--- config.mk ---
export PLATFORM = sky130hd
export DESIGN_NAME = aml_alarm_top
export DESIGN_NICKNAME = d
export VERILOG_FILES = /design/src/verilog/aml_pkg.sv /design/src/verilog/aml_rst_sync.sv /design/src/verilog/aml_sticky.sv /design/src/verilog/aml_alarm_top.sv
export SDC_FILE = /design/constraint.sdc
export NUM_CORES = 1
export LEC_CHECK = 0
export BUFFER_PORTS_ARGS = -buffer_cell sky130_fd_sc_hd__buf_2
export CORE_AREA = 2 2 101 103
export DETAILED_ROUTE_END_ITERATION = 16
export DIE_AREA = 0 0 103 105
export GPL_TIMING_DRIVEN = 1
export HOLD_SLACK_MARGIN = 0.12
export PLACE_DENSITY = 0.62
export SYNTH_ARGS = -nofsm -noshare
export SYNTH_HDL_FRONTEND = slang
export SYNTH_SLANG_ARGS = --single-unit
--- constraint.sdc ---
create_clock -name clk -period 1.8 [get_ports clk]
set_clock_uncertainty 0.2 [all_clocks]
set_input_delay 0.36 -clock clk [delete_from_list [all_inputs] [get_ports clk]]
set_output_delay 0.36 -clock clk [all_outputs]
set_load 0.01 [all_outputs]
--- src/verilog/aml_pkg.sv ---
// constants for the alarm mask and lane fault logic
package aml_pkg;
   localparam int ADDR_W = 10;
   localparam int DATA_W = 32;
   localparam int NUM_SRC = 6;
   localparam int NUM_LANE = 16;
   localparam int NUM_IRQ = 2;
   // register indices; byte address is four times the index
   localparam logic [ADDR_W-1:0] IDX_SUMMARY = 10'h2C0;
   localparam logic [ADDR_W-1:0] IDX_STATUS = 10'h2C1;
   localparam logic [ADDR_W-1:0] IDX_MASK = 10'h2C2;
   localparam logic [ADDR_W-1:0] IDX_LANE = 10'h2C4;
   localparam logic [ADDR_W-1:0] IDX_PIN_SEL = 10'h2C8;
   localparam logic [ADDR_W-1:0] IDX_IRQ_STATUS = 10'h2C9;
   localparam logic [ADDR_W-1:0] IDX_IRQ_MASK = 10'h2CA;
   // status and mask bit positions
   localparam int BIT_DIVIDER = 0;
   localparam int BIT_OSC = 1;
   localparam int BIT_REALIGN = 2;
   localparam int BIT_LINK = 3;
   localparam int BIT_LOCK = 4;
   localparam int BIT_FIFO = 5;
   // interrupt status bit positions
   localparam int IRQ_LANE_NEW = 0;
   localparam int IRQ_ALARM_RISE = 1;
   // reset values
   localparam logic [NUM_SRC-1:0] MASK_RST = 6'h3F;
   localparam logic [NUM_SRC-1:0] STATUS_RST = 6'h3F;
   localparam logic [NUM_LANE-1:0] LANE_RST = 16'hFFFF;
   localparam logic [NUM_IRQ-1:0] IRQ_STATUS_RST = 2'h0;
   localparam logic [NUM_IRQ-1:0] IRQ_MASK_RST = 2'h0;
   localparam logic PIN_SEL_RST = 1'b0;
   localparam logic [DATA_W-1:0] READ_NONE = 32'h0000_0000;
endpackage

--- src/verilog/aml_rst_sync.sv ---
// two-flop release synchroniser for the active-low reset
`timescale 1ns/1ps
module aml_rst_sync (
   input wire logic clk,
   input wire logic rst_n,
   output logic rst_sync_n
);
   logic stage1;

   // assert at once, release only after two clean edges
   always_ff @(posedge clk or negedge rst_n) begin
      if (!rst_n) begin
         stage1 <= 1'b0;
         rst_sync_n <= 1'b0;
      end else begin
         stage1 <= 1'b1;
         rst_sync_n <= stage1;
      end
   end
endmodule

--- src/verilog/aml_sticky.sv ---
// sticky flag bank, write one to clear, set beats clear
`timescale 1ns/1ps
module aml_sticky #(
   parameter int WIDTH = 8,
   parameter logic [WIDTH-1:0] RST_VAL = '0
) (
   input wire logic clk,
   input wire logic rst_n,
   input wire logic [WIDTH-1:0] set,
   input wire logic [WIDTH-1:0] clr,
   output logic [WIDTH-1:0] q
);
   logic [WIDTH-1:0] next_q;

   // a set in the clearing cycle must not be lost
   assign next_q = (q & ~clr) | set;

   always_ff @(posedge clk or negedge rst_n) begin
      if (!rst_n) begin
         q <= RST_VAL;
      end else begin
         q <= next_q;
      end
   end
endmodule

--- src/verilog/aml_alarm_top.sv ---
// alarm gathering, lane fault flags, avalon-mm slave and interrupt
//
// Implementation choice: register access over Avalon-MM.
`timescale 1ns/1ps
module aml_alarm_top (
   input wire logic clk,
   input wire logic rst_n,
   input wire logic [aml_pkg::ADDR_W-1:0] avs_address,
   input wire logic avs_read,
   input wire logic avs_write,
   input wire logic [aml_pkg::DATA_W-1:0] avs_writedata,
   input wire logic [3:0] avs_byteenable,
   output logic [aml_pkg::DATA_W-1:0] avs_readdata,
   output logic avs_waitrequest,
   input wire logic [aml_pkg::NUM_LANE-1:0] lane_fifo_fault,
   input wire logic lock_lost,
   input wire logic link_fault,
   input wire logic realign_event,
   input wire logic osc_phase_upset,
   input wire logic divider_mismatch,
   input wire logic cal_status,
   output logic status_output_pin,
   output logic irq
);
   import aml_pkg::*;

   logic rst_sync_n;
   logic [NUM_SRC-1:0] alarm_source_mask;
   logic [NUM_SRC-1:0] fault_status_register;
   logic [NUM_LANE-1:0] lane_fifo_fault_flags;
   logic [NUM_IRQ-1:0] irq_status;
   logic [NUM_IRQ-1:0] irq_mask;
   logic status_pin_sel;
   logic alarm_flag;
   logic next_alarm;
   logic req;
   logic wr_fire;
   logic [NUM_SRC-1:0] status_set;
   logic [NUM_SRC-1:0] status_clr;
   logic [NUM_LANE-1:0] lane_clr;
   logic [NUM_LANE-1:0] lane_be;
   logic [NUM_IRQ-1:0] irq_set;
   logic [NUM_IRQ-1:0] irq_clr;

   // register index decode, shared by writes and reads
   function automatic logic hit(input logic [ADDR_W-1:0] addr,
                                input logic [ADDR_W-1:0] idx);
      hit = (addr == idx);
   endfunction

   // pattern with only one alarm source present
   function automatic logic [NUM_SRC-1:0] lone_src(input int pos);
      lone_src = NUM_SRC'(1) << pos;
   endfunction

   // read multiplexer; unmapped indices read zero
   function automatic logic [DATA_W-1:0] read_mux(
      input logic [ADDR_W-1:0] addr,
      input logic alarm,
      input logic [NUM_SRC-1:0] status,
      input logic [NUM_SRC-1:0] mask,
      input logic [NUM_LANE-1:0] lanes,
      input logic sel,
      input logic [NUM_IRQ-1:0] ist,
      input logic [NUM_IRQ-1:0] imsk);
      read_mux = READ_NONE;
      if (hit(addr, IDX_SUMMARY)) begin
         read_mux = {{(DATA_W-1){1'b0}}, alarm};
      end else if (hit(addr, IDX_STATUS)) begin
         read_mux = {{(DATA_W-NUM_SRC){1'b0}}, status};
      end else if (hit(addr, IDX_MASK)) begin
         read_mux = {{(DATA_W-NUM_SRC){1'b0}}, mask};
      end else if (hit(addr, IDX_LANE)) begin
         read_mux = {{(DATA_W-NUM_LANE){1'b0}}, lanes};
      end else if (hit(addr, IDX_PIN_SEL)) begin
         read_mux = {{(DATA_W-1){1'b0}}, sel};
      end else if (hit(addr, IDX_IRQ_STATUS)) begin
         read_mux = {{(DATA_W-NUM_IRQ){1'b0}}, ist};
      end else if (hit(addr, IDX_IRQ_MASK)) begin
         read_mux = {{(DATA_W-NUM_IRQ){1'b0}}, imsk};
      end
   endfunction

   aml_rst_sync u_rst_sync (
      .clk(clk),
      .rst_n(rst_n),
      .rst_sync_n(rst_sync_n)
   );

   // ---------------- bus slave ----------------
   // one wait cycle for every access keeps readdata a clean flop
   assign req = avs_read | avs_write;
   assign wr_fire = avs_write & ~avs_waitrequest;

   always_ff @(posedge clk or negedge rst_sync_n) begin
      if (!rst_sync_n) begin
         avs_waitrequest <= 1'b1;
      end else if (req && avs_waitrequest) begin
         avs_waitrequest <= 1'b0;
      end else begin
         avs_waitrequest <= 1'b1;
      end
   end

   always_ff @(posedge clk or negedge rst_sync_n) begin
      if (!rst_sync_n) begin
         avs_readdata <= READ_NONE;
      end else if (avs_read && avs_waitrequest) begin
         avs_readdata <= read_mux(avs_address, alarm_flag,
            fault_status_register, alarm_source_mask,
            lane_fifo_fault_flags, status_pin_sel, irq_status, irq_mask);
      end
   end

   // ---------------- mask register ----------------
   // only six bits exist, so the reserved bits 7:6 stay zero
   always_ff @(posedge clk or negedge rst_sync_n) begin
      if (!rst_sync_n) begin
         alarm_source_mask <= MASK_RST;
      end else if (wr_fire && hit(avs_address, IDX_MASK)
                   && avs_byteenable[0]) begin
         alarm_source_mask <= avs_writedata[NUM_SRC-1:0];
      end
   end

   // ---------------- alarm status ----------------
   // sources are levels: a held condition keeps its bit set
   always_comb begin
      status_set = '0;
      status_set[BIT_FIFO] = |lane_fifo_fault;
      status_set[BIT_LOCK] = lock_lost;
      status_set[BIT_LINK] = link_fault;
      status_set[BIT_REALIGN] = realign_event;
      status_set[BIT_OSC] = osc_phase_upset;
      status_set[BIT_DIVIDER] = divider_mismatch;
   end

   always_comb begin
      status_clr = '0;
      if (wr_fire && hit(avs_address, IDX_STATUS) && avs_byteenable[0]) begin
         status_clr = avs_writedata[NUM_SRC-1:0];
      end
   end

   aml_sticky #(
      .WIDTH(NUM_SRC),
      .RST_VAL(STATUS_RST)
   ) u_status (
      .clk(clk),
      .rst_n(rst_sync_n),
      .set(status_set),
      .clr(status_clr),
      .q(fault_status_register)
   );

   // ---------------- lane fault flags ----------------
   assign lane_be = {{(NUM_LANE/2){avs_byteenable[1]}},
                     {(NUM_LANE/2){avs_byteenable[0]}}};

   always_comb begin
      lane_clr = '0;
      if (wr_fire && hit(avs_address, IDX_LANE)) begin
         // ones in enabled bytes clear, zeros leave the flag alone
         lane_clr = avs_writedata[NUM_LANE-1:0] & lane_be;
      end
      if (status_clr[BIT_FIFO]) begin
         lane_clr = '1;
      end
   end

   // per-lane set enters the sticky bank and beats any clear
   aml_sticky #(
      .WIDTH(NUM_LANE),
      .RST_VAL(LANE_RST)
   ) u_lanes (
      .clk(clk),
      .rst_n(rst_sync_n),
      .set(lane_fifo_fault),
      .clr(lane_clr),
      .q(lane_fifo_fault_flags)
   );

   // ---------------- summary alarm ----------------
   // registered so the readback and the pin see the same value
   assign next_alarm =
      |(fault_status_register & ~alarm_source_mask);

   always_ff @(posedge clk or negedge rst_sync_n) begin
      if (!rst_sync_n) begin
         alarm_flag <= 1'b0;
      end else begin
         alarm_flag <= next_alarm;
      end
   end

   // ---------------- status pin selector ----------------
   always_ff @(posedge clk or negedge rst_sync_n) begin
      if (!rst_sync_n) begin
         status_pin_sel <= PIN_SEL_RST;
      end else if (wr_fire && hit(avs_address, IDX_PIN_SEL)
                   && avs_byteenable[0]) begin
         status_pin_sel <= avs_writedata[0];
      end
   end

   // with the selector set the pin lags the summary flag by one cycle, otherwise it follows cal_status
   always_ff @(posedge clk or negedge rst_sync_n) begin
      if (!rst_sync_n) begin
         status_output_pin <= 1'b0;
      end else if (status_pin_sel) begin
         status_output_pin <= alarm_flag;
      end else begin
         status_output_pin <= cal_status;
      end
   end

   // ---------------- interrupt ----------------
   always_comb begin
      irq_set = '0;
      irq_set[IRQ_LANE_NEW] = |(lane_fifo_fault & ~lane_fifo_fault_flags);
      irq_set[IRQ_ALARM_RISE] = next_alarm & ~alarm_flag;
   end

   always_comb begin
      irq_clr = '0;
      if (wr_fire && hit(avs_address, IDX_IRQ_STATUS)
          && avs_byteenable[0]) begin
         irq_clr = avs_writedata[NUM_IRQ-1:0];
      end
   end

   aml_sticky #(
      .WIDTH(NUM_IRQ),
      .RST_VAL(IRQ_STATUS_RST)
   ) u_irq (
      .clk(clk),
      .rst_n(rst_sync_n),
      .set(irq_set),
      .clr(irq_clr),
      .q(irq_status)
   );

   always_ff @(posedge clk or negedge rst_sync_n) begin
      if (!rst_sync_n) begin
         irq_mask <= IRQ_MASK_RST;
      end else if (wr_fire && hit(avs_address, IDX_IRQ_MASK)
                   && avs_byteenable[0]) begin
         irq_mask <= avs_writedata[NUM_IRQ-1:0];
      end
   end

   // a mask bit of one lets the event through
   always_ff @(posedge clk or negedge rst_sync_n) begin
      if (!rst_sync_n) begin
         irq <= 1'b0;
      end else begin
         irq <= |(irq_status & irq_mask);
      end
   end
endmodule

Yosys cells after proc, flatten, opt, wreduce, memory -nomap -nowiden
Cells that the tools add are included.
{"block": "word_totals", "latchBits": 0, "romBits": 0, "reg_bits": 71, "ramBits": 0, "word_cells": 70, "memories": 0, "in_bits": 72}
{"block": "op_classes", "magnitude_cmp": 0, "mux": 13, "reduce_logical": 17, "n_bitwise": 20, "n_eq_ne": 7, "add_sub_neg": 0, "n_mul": 0, "div": 0, "n_shift": 0}
{"operator": "16-bit 2-to-1 mux", "n": 6}
{"operator": "10-bit == test, second input constant", "n": 7}
{"operator": "16-bit bitwise AND", "n": 3}
{"operator": "16-bit inverter", "n": 2}
{"operator": "16-bit OR reduction", "n": 2}
{"operator": "16-bit OR", "n": 1}
{"operator": "1-bit logical AND", "n": 13}
{"operator": "6-bit bitwise AND", "n": 2}
{"operator": "6-bit inverter", "n": 2}
{"operator": "2-bit 2-to-1 mux", "n": 4}
{"operator": "6-bit 2-to-1 mux", "n": 1}
{"operator": "6-bit OR", "n": 1}
{"operator": "6-bit OR reduction", "n": 1}
{"operator": "2-bit bitwise AND", "n": 2}
{"operator": "1-bit bitwise AND", "n": 2}
{"operator": "1-bit 2-to-1 mux", "n": 2}
{"operator": "1-bit inverter", "n": 2}
{"operator": "2-bit inverter", "n": 1}
{"operator": "2-bit OR", "n": 1}
{"operator": "2-bit OR reduction", "n": 1}
{"operator": "1-bit OR", "n": 1}

Logic depth before layout (Yosys ltp)
Gate-level depths: netlist of run 1.
{"block": "logic_depth", "ltp_word": 9, "mapped_depth": 6}

Hierarchy
From an unflattened synthesis of run 1, not the netlist that was laid out.
{"block": "hier_totals", "cells_unflattened": 310, "area_unflattened_um2": 2952.8}
{"mod": "aml_alarm_top", "area_per_inst_um2": 2000.7, "seq_area_each_um2": 734.5, "cells_each": 235, "instances": 1}
{"mod": "aml_sticky at u_lanes", "area_per_inst_um2": 600.6, "seq_area_each_um2": 420.4, "cells_each": 48, "instances": 1}
{"mod": "aml_sticky at u_status", "area_per_inst_um2": 225.2, "seq_area_each_um2": 157.7, "cells_each": 18, "instances": 1}
{"mod": "aml_sticky at u_irq", "area_per_inst_um2": 72.6, "seq_area_each_um2": 50.0, "cells_each": 6, "instances": 1}
{"mod": "aml_rst_sync", "area_per_inst_um2": 53.8, "seq_area_each_um2": 50.0, "cells_each": 3, "instances": 1}

Worst setup path after synthesis of run 1
No wires, ideal clock.
{"block": "synth_timing", "path_type": "in2reg", "from": "input avs_address[4] in the netlist's numbering", "to": "register irq_mask[0]", "required_ps": 1475, "setup_time_ps": 125, "slack_ps": -321, "arrival_time_ps": 1796, "path_buffers": 1, "stages": 5, "path_cell_list": "nand4bb_1 > buf_2 > or4_1 > nor2_1 > mux2_2"}
{"block": "synth_between", "elab_chain_len": 3}
{"item": "from (decl)", "line": "aml_alarm_top.sv:8", "text": "input wire logic [aml_pkg::ADDR_W-1:0] avs_address,"}
{"item": "10-bit == test", "line": "aml_alarm_top.sv:48", "text": "hit = (addr == idx);"}
{"item": "1-bit logical AND", "line": "aml_alarm_top.sv:246", "text": "end else if (wr_fire && hit(avs_address, IDX_IRQ_MASK)"}
{"item": "1-bit logical AND", "line": "aml_alarm_top.sv:247", "text": "&& avs_byteenable[0]) begin"}
{"item": "to (signal assigned)", "line": "aml_alarm_top.sv:248", "text": "irq_mask <= avs_writedata[NUM_IRQ-1:0];"}
{"item": "to (decl)", "line": "aml_alarm_top.sv:32", "text": "logic [NUM_IRQ-1:0] irq_mask;"}
No other way between the ends.
A chain may end at the register's enable or synchronous reset.

Worst setup path in the final report of run 1
{"block": "layout_timing", "from": "register avs_waitrequest", "to": "register irq_mask[0]"}
{"block": "layout_between", "elab_chain_len": 4}
{"item": "from (decl)", "line": "aml_alarm_top.sv:14", "text": "output logic avs_waitrequest,"}
{"item": "from (signal assigned)", "line": "aml_alarm_top.sv:97", "text": "avs_waitrequest <= 1'b1;"}
{"item": "from (signal assigned)", "line": "aml_alarm_top.sv:99", "text": "avs_waitrequest <= 1'b0;"}
{"item": "from (signal assigned)", "line": "aml_alarm_top.sv:101", "text": "avs_waitrequest <= 1'b1;"}
{"item": "1-bit inverter", "line": "aml_alarm_top.sv:93", "text": "assign wr_fire = avs_write & ~avs_waitrequest;"}
{"item": "1-bit bitwise AND", "line": "aml_alarm_top.sv:93"}
{"item": "1-bit logical AND", "line": "aml_alarm_top.sv:246"}
{"item": "1-bit logical AND", "line": "aml_alarm_top.sv:247"}
No other way between the ends.

==> out/results.ini, run 1 <==
[synth]
synth_mux_area_frac=0.0543
synth_cell_type_count=48
ys.flop_type=dfstp_2
syn_area_mm2=0.00286
syn_inst=258
async_flop_share=1.00
avgSynthCellArea_um2=11.1
synthAdderAreaFrac=0
synth_edf_count=0
ys_warn_count=0
synth-compound-area-share=0.203
synth-seq-cells=55
synth_top_family_by_area=compound AO/OA/AOI/OAI gates
synth-xor-area-share=0
synth-simple-area-share=0.158
yosysSeqAreaShare=0.494

[clocking]
insertion_delay_ns=0.31
cts_buffers=5
root_buffer=clkbuf_8
cts_tree=done
h-tree-depth=2
clk_pin_slew_worst_paths_ns=0.09
cts_setup_buffers=0
clockBufferDepth=2
cts.sink_count=55

[route]
ant_nets=0
drc=0
vias_per_cell=4.72
firstDrtPassIters=4
wire_per_inst_um=15.6
dr.first_iter.drc_count=95
vias=2441
routed_wl_mm=8.04

[placed_design]
dp.final_hpwl_mm=5.99
dp_cells=482
gp_congestion=0.815
port_buffers=72

[run_status]
violations=setup timing
status=finished with violations

[power_and_ir_drop]
total_power_mw=2.27
irDropWorstVdd_mv=0.319
p_leak_nw=1.86
p_per_area_mw_per_mm2=562

[critical_path]
reg2reg_slack_ns=-0.08
cpPeakStageDelay_ns=0.51
critPathLaunch=avs_waitrequest
crit_required_ns=1.80
end_kind=register
worst-r2r-cell-count=4
endpoint=irq_mask[0]
worstPathMaxFanout=4
worst_setup_path_start_kind=register
timing.rr.start=avs_waitrequest
cp_slowest_cell=or4_4
rr_endpoint=irq_mask[0]
crit_chain=nand3b_1, or4_4, nor2_4, mux2_4
crit_arrival_ns=1.87
critical_path_class=reg -> reg

[floorplanning]
die_x_um=103
dieArea_mm2=0.0108
core_mm2=0.00964
start_util=0.297
ios=107
rows=36
die_h_um=105

[global_route]
antenna_found_initial=0
grt.total_usage=0.153
grt_pass1_vias=2578
grt_pass1_wl_mm=12.9
grt_max_degree=54
grt_remaining_overflow=0

[finish]
fin_util=0.418
layout-drive-gt1-share=0.477
syn_to_final_growth_pct=41.1
num-fill-cells=966
regArea_mm2=0.00141
multiInputGateArea_mm2=0.00139
fin_cells=517
antenna_cells=0
nets=455

[sta]
final.setup.worst_slack_ns=-0.0778
fin_crit_ns=1.88
timing.setup.tns_ns=-0.471
fin_crit_sh=1.04
max_freq_mhz=533
rsz0062_at_grt=yes
slew_viol_final=0
hold_viol=0
setup_viol=9

[run]
maxCapViolCount=0

[worst_hold_path]
hold_path.class=in -> reg
worst_hold_path.num_cells=2

[state kept, by name (all words and copies together) (netlist names)]
signal                 count
status_pin_sel             1
alarm_source_mask          6
avs_waitrequest            1
u_rst_sync.rst_sync_n      1
irq_mask                   2
avs_readdata              16
u_rst_sync.stage1          1
alarm_flag                 1
u_irq.q                    2
u_lanes.q                 16
status_output_pin          1
u_status.q                 6
irq                        1
[per-layer routing]
layer / GRT usage / vias up / share of wire
met4: 0.0423 / 0 / 0.016
met3: 0.0301 / 11 / 0.041
met5: 0 / - / 0
met1: 0.210 / 1211 / 0.46
met2: 0.243 / 60 / 0.48
li1: - / 1159 / -
[worst min-delay path by stage]
stage	from	to	slack, ns
floorplan	rst_n	u_rst_sync.rst_sync_n	-0.14
global placement	rst_n	u_rst_sync.stage1	-0.06
detailed placement	rst_n	u_rst_sync.stage1	-0.05
CTS	avs_writedata[3]	alarm_source_mask[3]	0.13
global route	avs_writedata[3]	alarm_source_mask[3]	0.13
finish	avs_writedata[3]	alarm_source_mask[3]	0.13
[cells by family (layout without fill, tap and decap cells)]
family,Yosys count,after routing
buf+inv,46,157
other cells,2,17
compound gates,75,75
flops,55,55
simple gates,68,68
mux,12,12
[stage by stage]
step | setup slack, ns | area (µm²) | hold WS [ns]
after floorplan | -0.241 | 3040 | -0.136
after global placement | -0.387 | 3640 | -0.0556
after detailed placement | -0.394 | 3640 | -0.0501
after CTS | -0.0491 | 4010 | 0.129
after global routing | -0.116 | 4030 | 0.130
final | -0.0778 | 4030 | 0.127
[layout by cell type, fill, tap and decap left out, types with 6 or more instances in the layout]
cell / synthesis / final
dlygate4sd3_1: 0 / 27
dfrtp_1: 26 / 25
dfstp_2: 29 / 29
a21oi_1: 10 / 10
inv_1: 20 / 20
a22o_1: 11 / 11
buf_4: 17 / 24
a31o_2: 14 / 7
mux2_4: 6 / 9
conb_1: 2 / 17
a31o_4: 0 / 7
nand2_1: 22 / 22
buf_2: 1 / 72
a21o_1: 6 / 6
o22ai_1: 7 / 7
[worst max-delay path, delay by kind of cell (launching register included)]
family | cells | cell delay (ns)
mux | 1 | 0.31
flops | 1 | 0.38
simple gates | 3 | 0.88
[repair_timing]
item                                   4_1_cts  5_1_grt
hold buffers                                27        0
endpoints found under the hold margin       50        0
gates resized for setup                      5        4
setup endpoints to repair                   14       32
pin swaps                                    2        0
[cell usage after synthesis, types with 2 or more instances]
master	number	area, µm²
o2bb2ai_1	4	35.0
o31ai_1	2	15.0
nor3_1	4	20.0
mux2_4	6	90.1
or2b_1	3	22.5
dfstp_2	29	762
nor2_1	4	15.0
or2_2	5	31.3
o32a_1	2	20.0
nand4_1	2	12.5
nand3b_1	2	15.0
conb_1	2	7.51
clkbuf_1	6	22.5
o21ai_0	5	25.0
a21oi_1	10	50.1
a221oi_1	2	17.5
dfrtp_1	26	651
o22ai_1	7	43.8
inv_1	20	75.1
a22o_1	11	96.3
mux2_2	4	45.0
buf_6	2	22.5
nor4_4	4	85.1
a31o_2	14	123
or4b_1	2	20.0
a21o_1	6	45.0
mux2i_1	2	20.0
a32o_1	4	40.0
nor4_1	4	25.0
nand2_1	22	82.6
nor2b_1	4	25.0
a2bb2oi_1	2	17.5
buf_4	17	128
nand2b_1	5	31.3
[where the power goes]
group          internal (mW)  switching [mW]  total (mW)
logic                  0.162           0.174       0.336
registers               1.25         0.00320        1.25
clock network          0.275           0.405       0.680
total                   1.69           0.583        2.27
[layout make-up]
type,count,share of cell area
Sequential cell,55,0.350
Multi-Input combinational cell,172,0.345
Timing Repair Buffer,129,0.224
Tap cell,133,0.0413
Clock buffer,7,0.0189
Inverter,20,0.0186
Clock inverter,1,0.00124
Note: power is estimated with default switching activity, not from simulation.
==> run 2, diff against run 1 <==
==> constraint.sdc (replaced) <==
create_clock -name clk -period 1.55 [get_ports clk]
set_clock_uncertainty 0.2 [all_clocks]
set_input_delay 0.31 -clock clk [delete_from_list [all_inputs] [get_ports clk]]
set_output_delay 0.31 -clock clk [all_outputs]
set_load 0.01 [all_outputs]
==> run 2 against run 1 <==
The run still ends with setup timing left. Critical path depth is the same. Register-to-register slack lost 0.26 ns. Hold slack gained 0.0079 ns. Clock power grew 14%. Non-clock buffer count grew 22. Utilization grew 3.1 points. Clock-buffer cell count grew 1. Combinational power grew 40%. Critical path type unchanged.
==> out/results.ini, run 2 (synthesis results as in run 1) <==
[clocking]
insertion_delay_ns=0.31  ; about the same
cts.sink_count=55  ; unchanged
root_buffer=clkbuf_8
h-tree-depth=2  ; unchanged
cts_buffers=5  ; unchanged
clk_pin_slew_worst_paths_ns=0.09  ; about the same
cts_tree=done
clockBufferDepth=2  ; unchanged

[critical_path]
worstPathMaxFanout=6  ; +2
end_kind=register
worst-r2r-cell-count=4  ; unchanged
crit_arrival_ns=1.92  ; +0.05 ns
crit_required_ns=1.58  ; -0.22 ns
critPathTopFamily=simple AND/OR/NAND/NOR gates
cp_slowest_cell=or4b_1
worst_setup_path_start_kind=register
worst-path-buf-inv=1  ; +1
cp.depth=4  ; unchanged
critical_path_class=reg -> reg
crit_chain=nand3b_1, or4b_1, buf_6, mux2_4
cpPeakStageDelay_ns=0.55  ; +0.04 ns

[finish]
fin_util=0.449  ; +0.0308
multiInputGateArea_mm2=0.00144  ; +3.1%
regArea_mm2=0.00141  ; unchanged
layout-drive-gt1-share=0.493  ; +0.0160
num-fill-cells=946  ; -2.1%
top_regs=avs_readdata x16, u_lanes.q x16
nets=477  ; +4.8%
final_common_cell=buf_2
layout_common_cells=buf_2, dlygate4sd3_1, dfstp_2
syn_to_final_growth_pct=51.5

[worst_hold_path]
worst_hold_path.num_cells=3  ; +1
hold_path.class=in -> reg

[sta]
rsz0062_at_grt=yes
slew_viol_final=0  ; unchanged
hold_viol=0  ; unchanged
fin_worst_hold_slack_ns=0.135  ; +0.00787 ns
final.setup.worst_slack_ns=-0.339  ; -0.261 ns
setup_viol=50  ; +41
fin_crit_ns=1.89  ; +0.0111 ns
max_freq_mhz=529  ; -0.59%
fin_crit_sh=1.22  ; +0.175

[global_route]
antenna_found_initial=1  ; +1
grt_max_degree=54  ; unchanged
grt.total_usage=0.158  ; +0.00523
grt_remaining_overflow=0  ; unchanged
grt_pass1_vias=2687  ; +4.2%
grt_pass1_wl_mm=13.3  ; +2.6%

[run]
maxCapViolCount=0  ; unchanged

[power_and_ir_drop]
p_per_area_mw_per_mm2=623  ; +11%
irDropWorstVdd_mv=0.331  ; +3.7%
total_power_mw=2.70  ; +19%
p_leak_nw=1.99  ; +7.1%

[route]
routed_wl_mm=8.35  ; +3.8%
dr.first_iter.drc_count=64  ; -33%
drc=0  ; unchanged
ant_nets=0  ; unchanged
firstDrtPassIters=4  ; unchanged
vias=2560  ; +4.9%
wire_per_inst_um=15.5  ; -0.58%
vias_per_cell=4.74  ; +0.41%

[run_status]
violations=setup timing
status=finished with violations

[floorplanning]
start_util=0.297  ; unchanged
ios=107  ; unchanged
rows=36  ; unchanged
die_h_um=105  ; unchanged
die_x_um=103  ; unchanged
core_mm2=0.00964  ; unchanged
dieArea_mm2=0.0108  ; unchanged

[placed_design]
port_buffers=72  ; unchanged
dp.final_hpwl_mm=6.06  ; +1.2%
gp_congestion=0.832  ; +2.0%

## run 2: power breakdown
part / switching, mW / total, mW / internal [mW]
Combinational: 0.221 / 0.471 / 0.250
Clock: 0.449 / 0.772 / 0.323
Sequential: 0.00414 / 1.45 / 1.45
Total: 0.674 / 2.70 / 2.02
## run 2: worst register-to-register path, stage by stage (launching register included)
cell,delay (ns)
dfstp_2,0.38
nand3b_1,0.22
or4b_1,0.55
buf_6,0.17
mux2_4,0.30
## run 2: layout make-up
class	instances	area share
inverter	20	0.0173
tap	133	0.0384
clock buffer	8	0.0185
antenna	1	0.000578
timing repair buffer	151	0.267
sequential	55	0.326
multi-input combinational	172	0.332
## run 2: path summary, 6_finish.rpt
| path | from | to | slack [ns] |
|---|---|---|---|
| max in group asynchronous | u_rst_sync.rst_sync_n | alarm_source_mask[2] | 0.22 |
| worst min-delay path | avs_writedata[6] | u_lanes.q[6] | 0.14 |
| worst max register to register | avs_waitrequest | alarm_source_mask[5] | -0.34 |
| worst max-delay path | avs_waitrequest | alarm_source_mask[5] | -0.34 |
| min in group asynchronous | u_rst_sync.rst_sync_n | avs_readdata[13] | 0.63 |
| worst min register to register | u_rst_sync.stage1 | u_rst_sync.rst_sync_n | 0.16 |
## run 2: what timing repair did
item / CTS / global route
gates resized for setup: 28 / 6
setup buffers: 2 / 4
pin swaps: 23 / 5
hold buffers: 39 / 0
endpoints found under the hold margin: 54 / 0
cloned: 1 / 0
endpoints found under the setup margin: 50 / 50
## run 2: routing by layer
metal / up-vias / track usage / routed length (µm)
met1: 1258 / 0.213 / 3710
met2: 76 / 0.257 / 4130
met3: 12 / 0.0281 / 372
li1: 1214 / - / -
met4: 0 / 0.0442 / 138
met5: - / 0 / 0
## run 2: per-stage QoR
step	TNS, ns	area, µm²	std cells	worst slack, ns
2_1_floorplan	-15.79	3040	273	-0.441
3_3_place_gp	-25.71	3670	487	-0.606
3_5_place_dp	-26.44	3670	487	-0.630
4_1_cts	-11.27	4280	537	-0.318
5_1_grt	-15.13	4330	539	-0.362
6_report	-12.46	4330	540	-0.339
